**src/logic/pwrseq_pkg.sv**
```systemverilog
// Constants and types for the power-up and initialization sequencer.
// Assumes a 250 MHz core clock; register access arrives already decoded
// from the local control bus as an address, read and write strobes and data.
`default_nettype none
package pwrseq_pkg;
   localparam int          CLK_MHZ          = 250;
   localparam int          READY_TIME_MS    = 2;
   localparam int          HARD_RST_TIME_MS = 2;
   localparam int          READY_CYCLES     = READY_TIME_MS * 1000 * CLK_MHZ;
   localparam int          HARD_RST_CYCLES  = HARD_RST_TIME_MS * 1000 * CLK_MHZ;

   localparam logic [7:0]  BLANK_VIDEO_ADDR  = 8'h04;
   localparam logic [7:0]  GLITCH_DUR_ADDR   = 8'h16;
   localparam logic [7:0]  IND_PAGE_ADDR     = 8'h40;
   localparam logic [7:0]  IND_OFFSET_ADDR   = 8'h41;
   localparam logic [7:0]  IND_DATA_ADDR     = 8'h42;
   localparam logic [7:0]  FREQ_RST_ADDR     = 8'h5b;

   localparam logic [7:0]  HDMI_PAGE         = 8'h10;
   localparam logic [7:0]  LINK_PAGE         = 8'h14;
   localparam logic [7:0]  PLL_CTRL_OFFSET   = 8'h49;

   localparam int          SM_RESET_BIT      = 4;
   localparam int          FREQ_RST_BIT      = 5;
   localparam int          BLANK_SUPPRESS_BIT = 4;
   localparam logic [7:0]  PLL_CTRL_MASK     = 8'h10;

   // Reset values are not printed; these are chosen defaults
   localparam logic [7:0]  BLANK_VIDEO_RST   = 8'h00;
   localparam logic [7:0]  GLITCH_DUR_RST    = 8'h00;
   localparam logic [7:0]  FREQ_RST_RST      = 8'h20;
   localparam logic [7:0]  IND_RST           = 8'h00;
   localparam logic [7:0]  UNMAPPED_DATA     = 8'h00;

   typedef struct packed {
      logic       wr;
      logic       rd;
      logic [7:0] addr;
      logic [7:0] wdata;
   } reg_req_t;

   typedef struct packed {
      logic       freq_change_pll_reset_en;
      logic       blank_video_suppress;
      logic [7:0] glitch_duration;
      logic       hdmi_pll_state_machine_reset;
      logic       link_pll_state_machine_reset;
   } ctrl_out_t;
endpackage
`default_nettype wire

```
**src/logic/power_up_init_sequencer.sv**
```systemverilog
// Power-down release handling, register-access gating and PLL reset
// control for the bridge serializer.
// Assumes the control-bus slave hands over decoded byte accesses, and
// that the power-down release pin is already synchronous to MCLK_IN.
// Notes on behaviour
// - Clearing bit 5 at 0x5B stops link PLL reset on frequency change.
// - Writing 0x02 at 0x16 sets the shortened I2C glitch duration.
// - Bit 4 at 0x04 set suppresses video during blanking.
// - Register access is refused until 2 ms after the pin goes high.
// - Pin low for 2 ms hard-resets; shorter low pulses are ignored once ready, but any low during the ready wait resets.
// - 0x40, 0x41, 0x42 give paged access to pages 0x10 and 0x14.
// - Paged 0x49 bit 4 holds that PLL machine in reset; 3:0 zero.
`timescale 1ns/10ps
`default_nettype none
module power_up_init_sequencer #(
   parameter int READY_CYC    = pwrseq_pkg::READY_CYCLES,
   parameter int HARD_RST_CYC = pwrseq_pkg::HARD_RST_CYCLES
) (
   input  wire logic                   MCLK_IN,
   input  wire logic                   RST_N_IN,
   input  wire logic                   POWER_DOWN_RELEASE_PIN_IN,
   input  wire pwrseq_pkg::reg_req_t   REQ_IN,
   output logic                        ACK_OUT,
   output logic                        REFUSED_OUT,
   output logic      [7:0]             RDATA_OUT,
   output logic                        REG_READY_OUT,
   output logic                        DEVICE_RESET_OUT,
   output pwrseq_pkg::ctrl_out_t       CTRL_OUT
);
   import pwrseq_pkg::*;

   localparam int NREG = 6;
   localparam int CW   = 30;

   typedef enum {ST_OFF, ST_WAIT_READY, ST_RUN} pstate_t;

   pstate_t     state_reg, state_next;
   logic [CW-1:0] cnt_reg, cnt_next;
   logic        hdmi_rst_reg, hdmi_rst_next;
   logic        link_rst_reg, link_rst_next;
   logic        ack_reg, ack_next;
   logic        ref_reg, ref_next;
   logic        paged_rd_reg, paged_rd_next;
   logic [7:0]  paged_data_reg, paged_data_next;
   logic [NREG-1:0]   wr_sel, rd_sel;
   logic [NREG*8-1:0] q, rst_vals;
   logic [7:0]  rf_rdata;
   logic        access_ok;
   logic        hdmi_sel, link_sel;

   initial begin
      if (READY_CYC < 1 || HARD_RST_CYC < 1 ||
          READY_CYC >= (1 << CW) || HARD_RST_CYC >= (1 << CW)) begin
         $error("Timing counts out of range");
      end
   end

   // Power-down pin filter and ready timer
   always_comb begin
      state_next = state_reg;
      cnt_next   = cnt_reg;
      case (state_reg)
         ST_OFF: begin
            cnt_next = '0;
            if (POWER_DOWN_RELEASE_PIN_IN) begin
               state_next = ST_WAIT_READY;
            end
         end
         ST_WAIT_READY: begin
            if (!POWER_DOWN_RELEASE_PIN_IN) begin
               state_next = ST_OFF;
            end else if (cnt_reg == CW'(READY_CYC - 1)) begin
               state_next = ST_RUN;
               cnt_next   = '0;
            end else begin
               cnt_next = cnt_reg + CW'(1);
            end
         end
         ST_RUN: begin
            // A low pulse resets only once it has lasted the full time
            if (POWER_DOWN_RELEASE_PIN_IN) begin
               cnt_next = '0;
            end else if (cnt_reg == CW'(HARD_RST_CYC - 1)) begin
               state_next = ST_OFF;
               cnt_next   = '0;
            end else begin
               cnt_next = cnt_reg + CW'(1);
            end
         end
         default: begin
            state_next = ST_OFF;
            cnt_next   = '0;
         end
      endcase
   end

   always_ff @(posedge MCLK_IN) begin
      if (!RST_N_IN) begin
         state_reg <= ST_OFF;
         cnt_reg   <= '0;
      end else begin
         state_reg <= state_next;
         cnt_reg   <= cnt_next;
      end
   end

   assign access_ok        = (state_reg == ST_RUN);
   assign DEVICE_RESET_OUT = (state_reg == ST_OFF);
   assign REG_READY_OUT    = access_ok;

   // Direct register decode; index order matches rst_vals packing
   always_comb begin
      wr_sel = '0;
      rd_sel = '0;
      case (REQ_IN.addr)
         BLANK_VIDEO_ADDR: rd_sel[0] = 1'b1;
         GLITCH_DUR_ADDR:  rd_sel[1] = 1'b1;
         IND_PAGE_ADDR:    rd_sel[2] = 1'b1;
         IND_OFFSET_ADDR:  rd_sel[3] = 1'b1;
         IND_DATA_ADDR:    rd_sel[4] = 1'b1;
         FREQ_RST_ADDR:    rd_sel[5] = 1'b1;
         default:          rd_sel    = '0;
      endcase
      if (access_ok && REQ_IN.wr) begin
         wr_sel = rd_sel;
      end
      if (!(access_ok && REQ_IN.rd)) begin
         rd_sel = '0;
      end
   end

   assign rst_vals = {FREQ_RST_RST, IND_RST, IND_RST, IND_RST,
                      GLITCH_DUR_RST, BLANK_VIDEO_RST};

   pwrseq_regfile #(
      .DEPTH (NREG)
   ) u_regs (
      .MCLK_IN    (MCLK_IN),
      .RST_N_IN   (RST_N_IN && !DEVICE_RESET_OUT),
      .WR_SEL_IN  (wr_sel),
      .WDATA_IN   (REQ_IN.wdata),
      .RST_VAL_IN (rst_vals),
      .RD_SEL_IN  (rd_sel),
      .Q_OUT      (q),
      .RDATA_OUT  (rf_rdata)
   );

   // Paged access through the data register
   assign hdmi_sel = (q[23:16] == HDMI_PAGE) &&
                     (q[31:24] == PLL_CTRL_OFFSET);
   assign link_sel = (q[23:16] == LINK_PAGE) &&
                     (q[31:24] == PLL_CTRL_OFFSET);

   always_comb begin
      hdmi_rst_next   = hdmi_rst_reg;
      link_rst_next   = link_rst_reg;
      ack_next        = (REQ_IN.wr || REQ_IN.rd) && access_ok;
      ref_next        = (REQ_IN.wr || REQ_IN.rd) && !access_ok;
      paged_rd_next   = access_ok && REQ_IN.rd &&
                        (REQ_IN.addr == IND_DATA_ADDR) &&
                        (hdmi_sel || link_sel);
      paged_data_next = PLL_CTRL_MASK &
                        {3'h0, hdmi_sel ? hdmi_rst_reg : link_rst_reg,
                         4'h0};
      if (access_ok && REQ_IN.wr && REQ_IN.addr == IND_DATA_ADDR) begin
         // Low nibble is ignored since it must be written as zero
         if (hdmi_sel) begin
            hdmi_rst_next = REQ_IN.wdata[SM_RESET_BIT];
         end
         if (link_sel) begin
            link_rst_next = REQ_IN.wdata[SM_RESET_BIT];
         end
      end
      if (DEVICE_RESET_OUT) begin
         hdmi_rst_next = 1'b0;
         link_rst_next = 1'b0;
      end
   end

   always_ff @(posedge MCLK_IN) begin
      if (!RST_N_IN) begin
         hdmi_rst_reg   <= 1'b0;
         link_rst_reg   <= 1'b0;
         ack_reg        <= 1'b0;
         ref_reg        <= 1'b0;
         paged_rd_reg   <= 1'b0;
         paged_data_reg <= 8'h00;
      end else begin
         hdmi_rst_reg   <= hdmi_rst_next;
         link_rst_reg   <= link_rst_next;
         ack_reg        <= ack_next;
         ref_reg        <= ref_next;
         paged_rd_reg   <= paged_rd_next;
         paged_data_reg <= paged_data_next;
      end
   end

   assign ACK_OUT     = ack_reg;
   assign REFUSED_OUT = ref_reg;
   assign RDATA_OUT   = paged_rd_reg ? paged_data_reg : rf_rdata;

   assign CTRL_OUT.freq_change_pll_reset_en     = q[40+FREQ_RST_BIT];
   assign CTRL_OUT.blank_video_suppress         = q[BLANK_SUPPRESS_BIT];
   assign CTRL_OUT.glitch_duration              = q[15:8];
   assign CTRL_OUT.hdmi_pll_state_machine_reset = hdmi_rst_reg;
   assign CTRL_OUT.link_pll_state_machine_reset = link_rst_reg;
endmodule
`default_nettype wire

```
**src/logic/pwrseq_regfile.sv**
```systemverilog
// Small register store for the directly addressed control registers.
// Assumes writes are already qualified by the top; read data is registered.
`timescale 1ns/10ps
`default_nettype none
module pwrseq_regfile #(
   parameter int DEPTH = 6
) (
   input  wire logic                 MCLK_IN,
   input  wire logic                 RST_N_IN,
   input  wire logic [DEPTH-1:0]     WR_SEL_IN,
   input  wire logic [7:0]           WDATA_IN,
   input  wire logic [DEPTH*8-1:0]   RST_VAL_IN,
   input  wire logic [DEPTH-1:0]     RD_SEL_IN,
   output logic      [DEPTH*8-1:0]   Q_OUT,
   output logic      [7:0]           RDATA_OUT
);
   import pwrseq_pkg::*;

   logic [7:0] rdata_reg;
   logic [7:0] rdata_next;

   initial begin
      if (DEPTH < 1) begin
         $error("DEPTH must be at least one");
      end
   end

   // Reset values arrive as package constants through the top
   genvar i;
   generate
      for (i = 0; i < DEPTH; i++) begin : g_word
         logic [7:0] word_reg;
         logic [7:0] word_next;
         always_comb begin
            word_next = word_reg;
            if (WR_SEL_IN[i]) begin
               word_next = WDATA_IN;
            end
         end
         always_ff @(posedge MCLK_IN) begin
            if (!RST_N_IN) begin
               word_reg <= RST_VAL_IN[i*8 +: 8];
            end else begin
               word_reg <= word_next;
            end
         end
         assign Q_OUT[i*8 +: 8] = word_reg;
      end
   endgenerate

   always_comb begin
      rdata_next = UNMAPPED_DATA;
      for (int k = 0; k < DEPTH; k++) begin
         if (RD_SEL_IN[k]) begin
            rdata_next = Q_OUT[k*8 +: 8];
         end
      end
   end

   always_ff @(posedge MCLK_IN) begin
      if (!RST_N_IN) begin
         rdata_reg <= UNMAPPED_DATA;
      end else begin
         rdata_reg <= rdata_next;
      end
   end

   assign RDATA_OUT = rdata_reg;
endmodule
`default_nettype wire

```
**config.mk**
```make
export PLATFORM = sky130hd
export DESIGN_NAME = power_up_init_sequencer
export DESIGN_NICKNAME = d
export VERILOG_FILES = /design/src/logic/pwrseq_pkg.sv /design/src/logic/power_up_init_sequencer.sv /design/src/logic/pwrseq_regfile.sv
export SDC_FILE = /design/constraint.sdc
export NUM_CORES = 1
export LEC_CHECK = 0
export BUFFER_PORTS_ARGS = -buffer_cell sky130_fd_sc_hd__buf_2
export CAP_MARGIN = 0
export CORE_UTILIZATION = 55
export DETAILED_ROUTE_END_ITERATION = 10
export PLACE_DENSITY_LB_ADDON = 0.2
export SLEW_MARGIN = 30
export SYNTH_ARGS = -nofsm -noshare
export SYNTH_HDL_FRONTEND = slang
export SYNTH_SLANG_ARGS = --single-unit
export TNS_END_PERCENT = 30
```
**constraint.sdc**
```tcl
create_clock -name MCLK_IN -period 2.5 [get_ports MCLK_IN]
set_input_delay 0.25 -clock MCLK_IN [delete_from_list [all_inputs] [get_ports MCLK_IN]]
set_output_delay 0.25 -clock MCLK_IN [all_outputs]
set_load 0.01 [all_outputs]
```
# Yosys cells after proc, flatten, opt, wreduce, memory -nomap -nowiden
# Index checks and enable logic that the tools add are counted.
[op_classes]
addsub = 1
n_reduce_logical = 20
n_bitwise = 1
n_mux = 26
n_eq_ne = 18
[op_table]
columns = ["cell", "count"]
rows = [
  ["$mux 32", 5],
  ["$pmux 32 s3", 1],
  ["$mux 30", 3],
  ["$logic_not 32->1", 2],
  ["$pmux 30 s2", 1],
  ["$mux 8", 7],
  ["$eq 8x7->1 const B", 5],
  ["$eq 32x1->1 const B", 1],
  ["$eq 32x2->1 const B", 1],
  ["$eq 32x3->1 const B", 1],
  ["$add 30x1->30 const B", 1],
  ["$eq 30x19->1 const B", 1],
  ["$eq 8x5->1 const B", 3],
  ["$mux 6", 2],
  ["$logic_and 1x1->1", 10],
  ["$eq 8x3->1 const B", 1],
  ["$ne 2x2->1 const B", 4],
  ["$mux 1", 7],
  ["$reduce_and 2->1", 2],
  ["$reduce_and 4->1", 1],
  ["$ne 3x3->1 const B", 1],
  ["$logic_not 1->1", 2],
  ["$logic_or 1x1->1", 2],
  ["$reduce_or 2->1", 1],
  ["$not 1->1", 1],
]
[word_totals]
output_inout_bits = 24
elab_cells = 82
in_bits = 21
regBits = 131

# Logic depth before layout (Yosys ltp)
[depth]
word_depth = 9
ltp_mapped = 10
mapped_depth_nobuf = 7

# Modules after synthesis
# A second synthesis with hierarchy kept.
[hier_totals]
hier_cells = 514
area_unflattened_um2 = 4840.9
[by_module_without_submodules]
columns = ["module", "n_inst", "area_per_inst_um2", "cells_per_inst", "seq_area_each_um2"]
rows = [
  ["pwrseq_regfile", 1, 2572.5, 230, 1601.5],
  ["power_up_init_sequencer", 1, 2268.4, 284, 760.7],
]

# Least setup slack after synthesis
# No wires, ideal clock.
[synth_timing]
path_type = "reg2reg"
from = "reg state_reg[0]"
to = "reg hdmi_rst_reg"
setup_time_ps = 128
stages_incl_launch_ff = 10
t_arrival_ps = 2089
period_less_slack_ps = 2217
setup_slack_ps = 283
required_time_ps = 2372
path_buffers = 2
cell_sequence = "dfxtp_1 > inv_1 > ha_1 > clkbuf_1 > nand2_1 > or4_4 > buf_6 > nor3_1 > mux2i_1 > nor2_1"
[synth_between]
elab_chain_cells = 4
elab_cells_between_ends = 6
classes_between = "1 x eq/ne; 5 x reduce/logical"
[synth_rtl]
columns = ["item", "line_no", "source"]
rows = [
  ["start, declared", "power_up_init_sequencer.sv:37", "pstate_t state_reg, state_next;"],
  ["start signal, assigned", "power_up_init_sequencer.sv:102", "state_reg <= state_next;"],
  ["$eq 32x3->1", "power_up_init_sequencer.sv:107", "assign access_ok = (state_reg == ST_RUN);"],
  ["net REG_READY_OUT", "power_up_init_sequencer.sv:26", "output logic REG_READY_OUT,"],
  ["$logic_and 1x1->1 (2 in series)", "power_up_init_sequencer.sv:165", "if (access_ok && REQ_IN.wr && REQ_IN.addr == IND_DATA_ADDR) begin"],
  ["$reduce_and 2->1 (no source line)", "--", ""],
  ["end signal, assigned", "power_up_init_sequencer.sv:189", "hdmi_rst_reg <= hdmi_rst_next;"],
  ["end, declared", "power_up_init_sequencer.sv:39", "logic hdmi_rst_reg, hdmi_rst_next;"],
]
# The timed path passes the listed nets, and every way through them passes these cells.
# A chain may end at the register's enable or synchronous reset.

# Worst setup path after layout
[layout_timing]
from = "reg state_reg[1]"
to = "reg cnt_reg[23]"
[layout_between]
elab_chain_cells = 2
elab_cells_between_ends = 4
classes_between = "3 x eq/ne; 1 x mux"
[layout_rtl]
columns = ["item", "line_no", "source"]
rows = [
  ["$eq 32x2->1 / $eq 32x1->1 (equally long branches)", "power_up_init_sequencer.sv:62", "case (state_reg)"],
  ["$pmux 30 s2 / $ne 2x2->1 (equally long branches)", "--", ""],
  ["end signal, assigned", "power_up_init_sequencer.sv:103", "cnt_reg <= cnt_next;"],
  ["end, declared", "power_up_init_sequencer.sv:38", "logic [CW-1:0] cnt_reg, cnt_next;"],
]
# Parallel ways exist; a longest one is shown, timed or not.

==> results.cfg <==
[critical_path]
r2r-start = state_reg[1]
max_stage_delay_ps = 640
crit_chain = inv_1, ha_1, nor2b_1, or4b_4, nor4_1, xnor2_1, nor2_1
worstSetupPathType = register to register
cp_max_fo = 13
critPathCaptureType = register
crit_path_start = state_reg[1]
required_ps = 2760
worst_path_max_delay_cell = or4b_4
cp.arrival_ps = 2530
startpoint_type = register

[timing]
min_period_ps = 2266
timing.slew.headroom = 0.4783
rsz0062_at_grt = false
report.final.hold_viol_count = 0
fmax_mhz = 441.3
final.setup.tns_ps = 0
drv_slew = 0
finClkSkew_ps = 8.888
final-setup-viol-count = 0
period_share = 0.9065
worstMarginPinSlew_ps = 780.9

[synthesis]
ys.flop_type = dfxtp_1
synth.cell_area_um2 = 4672
ys_ff_latch = 94
synth_top_family_by_area = simple AND/OR/NAND/NOR gates
async_reset_ff_frac = 0
synthAdderAreaFrac = 0.01071
synthSimpleGateAreaFrac = 0.2622
syn_area_per_cell_um2 = 8.933
yosysSeqAreaShare = 0.4028
synthesis.nets = 548
synth-xor-area-share = 0.04874
synth_cell_types = 61
synth_edf_count = 0
yosysWarnings = 0
syn_inst = 523
synth_mux_area_frac = 0.1077
synth_compound_area_frac = 0.1106

[cells_and_area]
final_cell_mix = dfxtp_1, nor2_1, mux2i_1
syn_to_final_growth_pct = 10.02
nNetsFinal = 585
largest_register_ffs = 48
diodes = 0
drive_gt1_frac = 0.1805
layout_commonest_cell = dfxtp_1

[clock_network]
ctsHoldBuffers = 0
cts-root-buf = clkbuf_8
clk_path_buf_depth = 2
cts-buffers-inserted = 9
clkSlewWorstSetupHoldPaths_ps = 90
cts.htree.levels = 3
cts_tree = yes
cts_resized = 0
post-cts-setup-buffers = 0
clk_latency_ps = 370
cts_sinks = 94

[global_route]
antenna_found_initial = 0
grt_max_degree = 28
grt_pass1_wl_um = 17600
grt_pass1_vias = 3536
grt_util_all_layers = 0.2590
grt_overflow = 0

[routing]
via_count = 3840
ant_nets = 0
dr.pass1.iters = 5
routed_wl_um = 11060
routed_via_density = 5.731
drc = 0
drt_iter0_drc = 161
wl_per_cell_um = 16.51

[power]
p_comb_frac = 0.058
p_int_w = 0.001969
vdd_drop_max_mv = 0.3285
static-leakage-power_nw = 1.933
power.density_nw_per_um2 = 507.8
seqPwrFrac = 0.575
total_power_w = 0.002610
p_sw_frac = 0.2454
clkPwrFrac = 0.367
power.switching_w = 0.0006405

[hold_path]
hp-start = REQ_IN[17]
hold_path.class = input pin to register

[floorplan]
initial_utilization = 0.5686
die_h_um = 94.17
num_rows = 33
core_area_um2 = 8217
ios = 45
fp.dieW_um = 94.17
dieArea_um2 = 8867

[placed_design]
place_congestion = 0.8514
io_buffers = 44
detailed_place_hpwl_um = 7967

[run]
maxCapViolCount = 0

[run_status]
status = completed
==> final timing paths <==
kind	end	slack, ps	depth (start not counted)
max	cnt_reg[23]	230	7
min	REFUSED_OUT	180	3
max reg2reg	cnt_reg[23]	230	7
min reg2reg	paged_data_reg[4]	500	2
==> critical path, delay by kind of cell (launching register included) <==
family / cells / cell delay (ps)
XOR/XNOR: 1 / 170
AND/OR/NAND/NOR: 4 / 1260
buffers and inverters: 1 / 80
flip-flops: 1 / 380
adder cells (fa/ha/maj): 1 / 260
==> synthesized netlist by cell type, drive strengths merged, types with 7 or more instances <==
cell type  number  area, um^2
dfxtp          94        1882
a22o            8       70.07
nand2          28       105.1
buf            23       177.7
nor3           12       70.07
inv             9       33.78
o21ai          13       76.33
nand3          15       75.07
nor2           91       344.1
a21oi          23       115.1
mux2i          48       480.5
a221o           8       80.08
xor2            7       61.31
nor4           15       127.6
xnor2          19       166.4
nor2b          22       137.6
a22oi           7       52.55
o22ai           8       50.05
clkbuf         15       56.30
==> layout make-up <==
cell class / count / area [um^2]
timing repair buffer: 64 / 382.9
fill: 742 / 3077
clock buffer: 12 / 155.1
tap: 105 / 131.4
clock inverter: 4 / 30.03
sequential: 94 / 1882
multi-input combinational: 382 / 2525
inverter: 9 / 33.78
==> metrics by stage <==
step | cell area, um^2 | utilization | hold WS [ps] | worst slack [ps] | instances
after detailed placement | 4955 | 0.6030 | 487.8 | 292.1 | 654
after floorplan | 4672 | - | 367.9 | 283.3 | 523
after global routing | 5140 | 0.6256 | 195.4 | 74.10 | 670
after global placement | 4955 | 0.6030 | 475.7 | 348.9 | 654
after CTS | 5140 | 0.6256 | 171.4 | 236.3 | 670
final | 5140 | 0.6256 | 181.0 | 233.8 | 670
==> cell families after synthesis <==
logic type               Yosys count
AO/OA/AOI/OAI                     75
XOR/XNOR                          26
adder cells (fa/ha/maj)            4
buffers and inverters             47
flip-flops                        94
multiplexers                      50
AND/OR/NAND/NOR                  227
==> power groups by stage <==
stage                     Combinational, W  Clock (W)  Sequential, W
final                             0.000152   0.000957        0.00150
after global routing              0.000166    0.00104        0.00150
after CTS                         0.000151   0.000976        0.00150
after detailed placement          0.000150          0        0.00154
after global placement            0.000148          0        0.00154
after floorplan                  0.0000913          0        0.00154
==> layer usage <==
layer  track usage  up-vias  share of wire
met5             0        -              0
met4        0.1205        0          0.025
met3       0.03722       20          0.041
met2        0.4372       87           0.50
met1        0.3227     1814           0.43
li1              -     1919              -
Power figures use the tool's default switching activity.
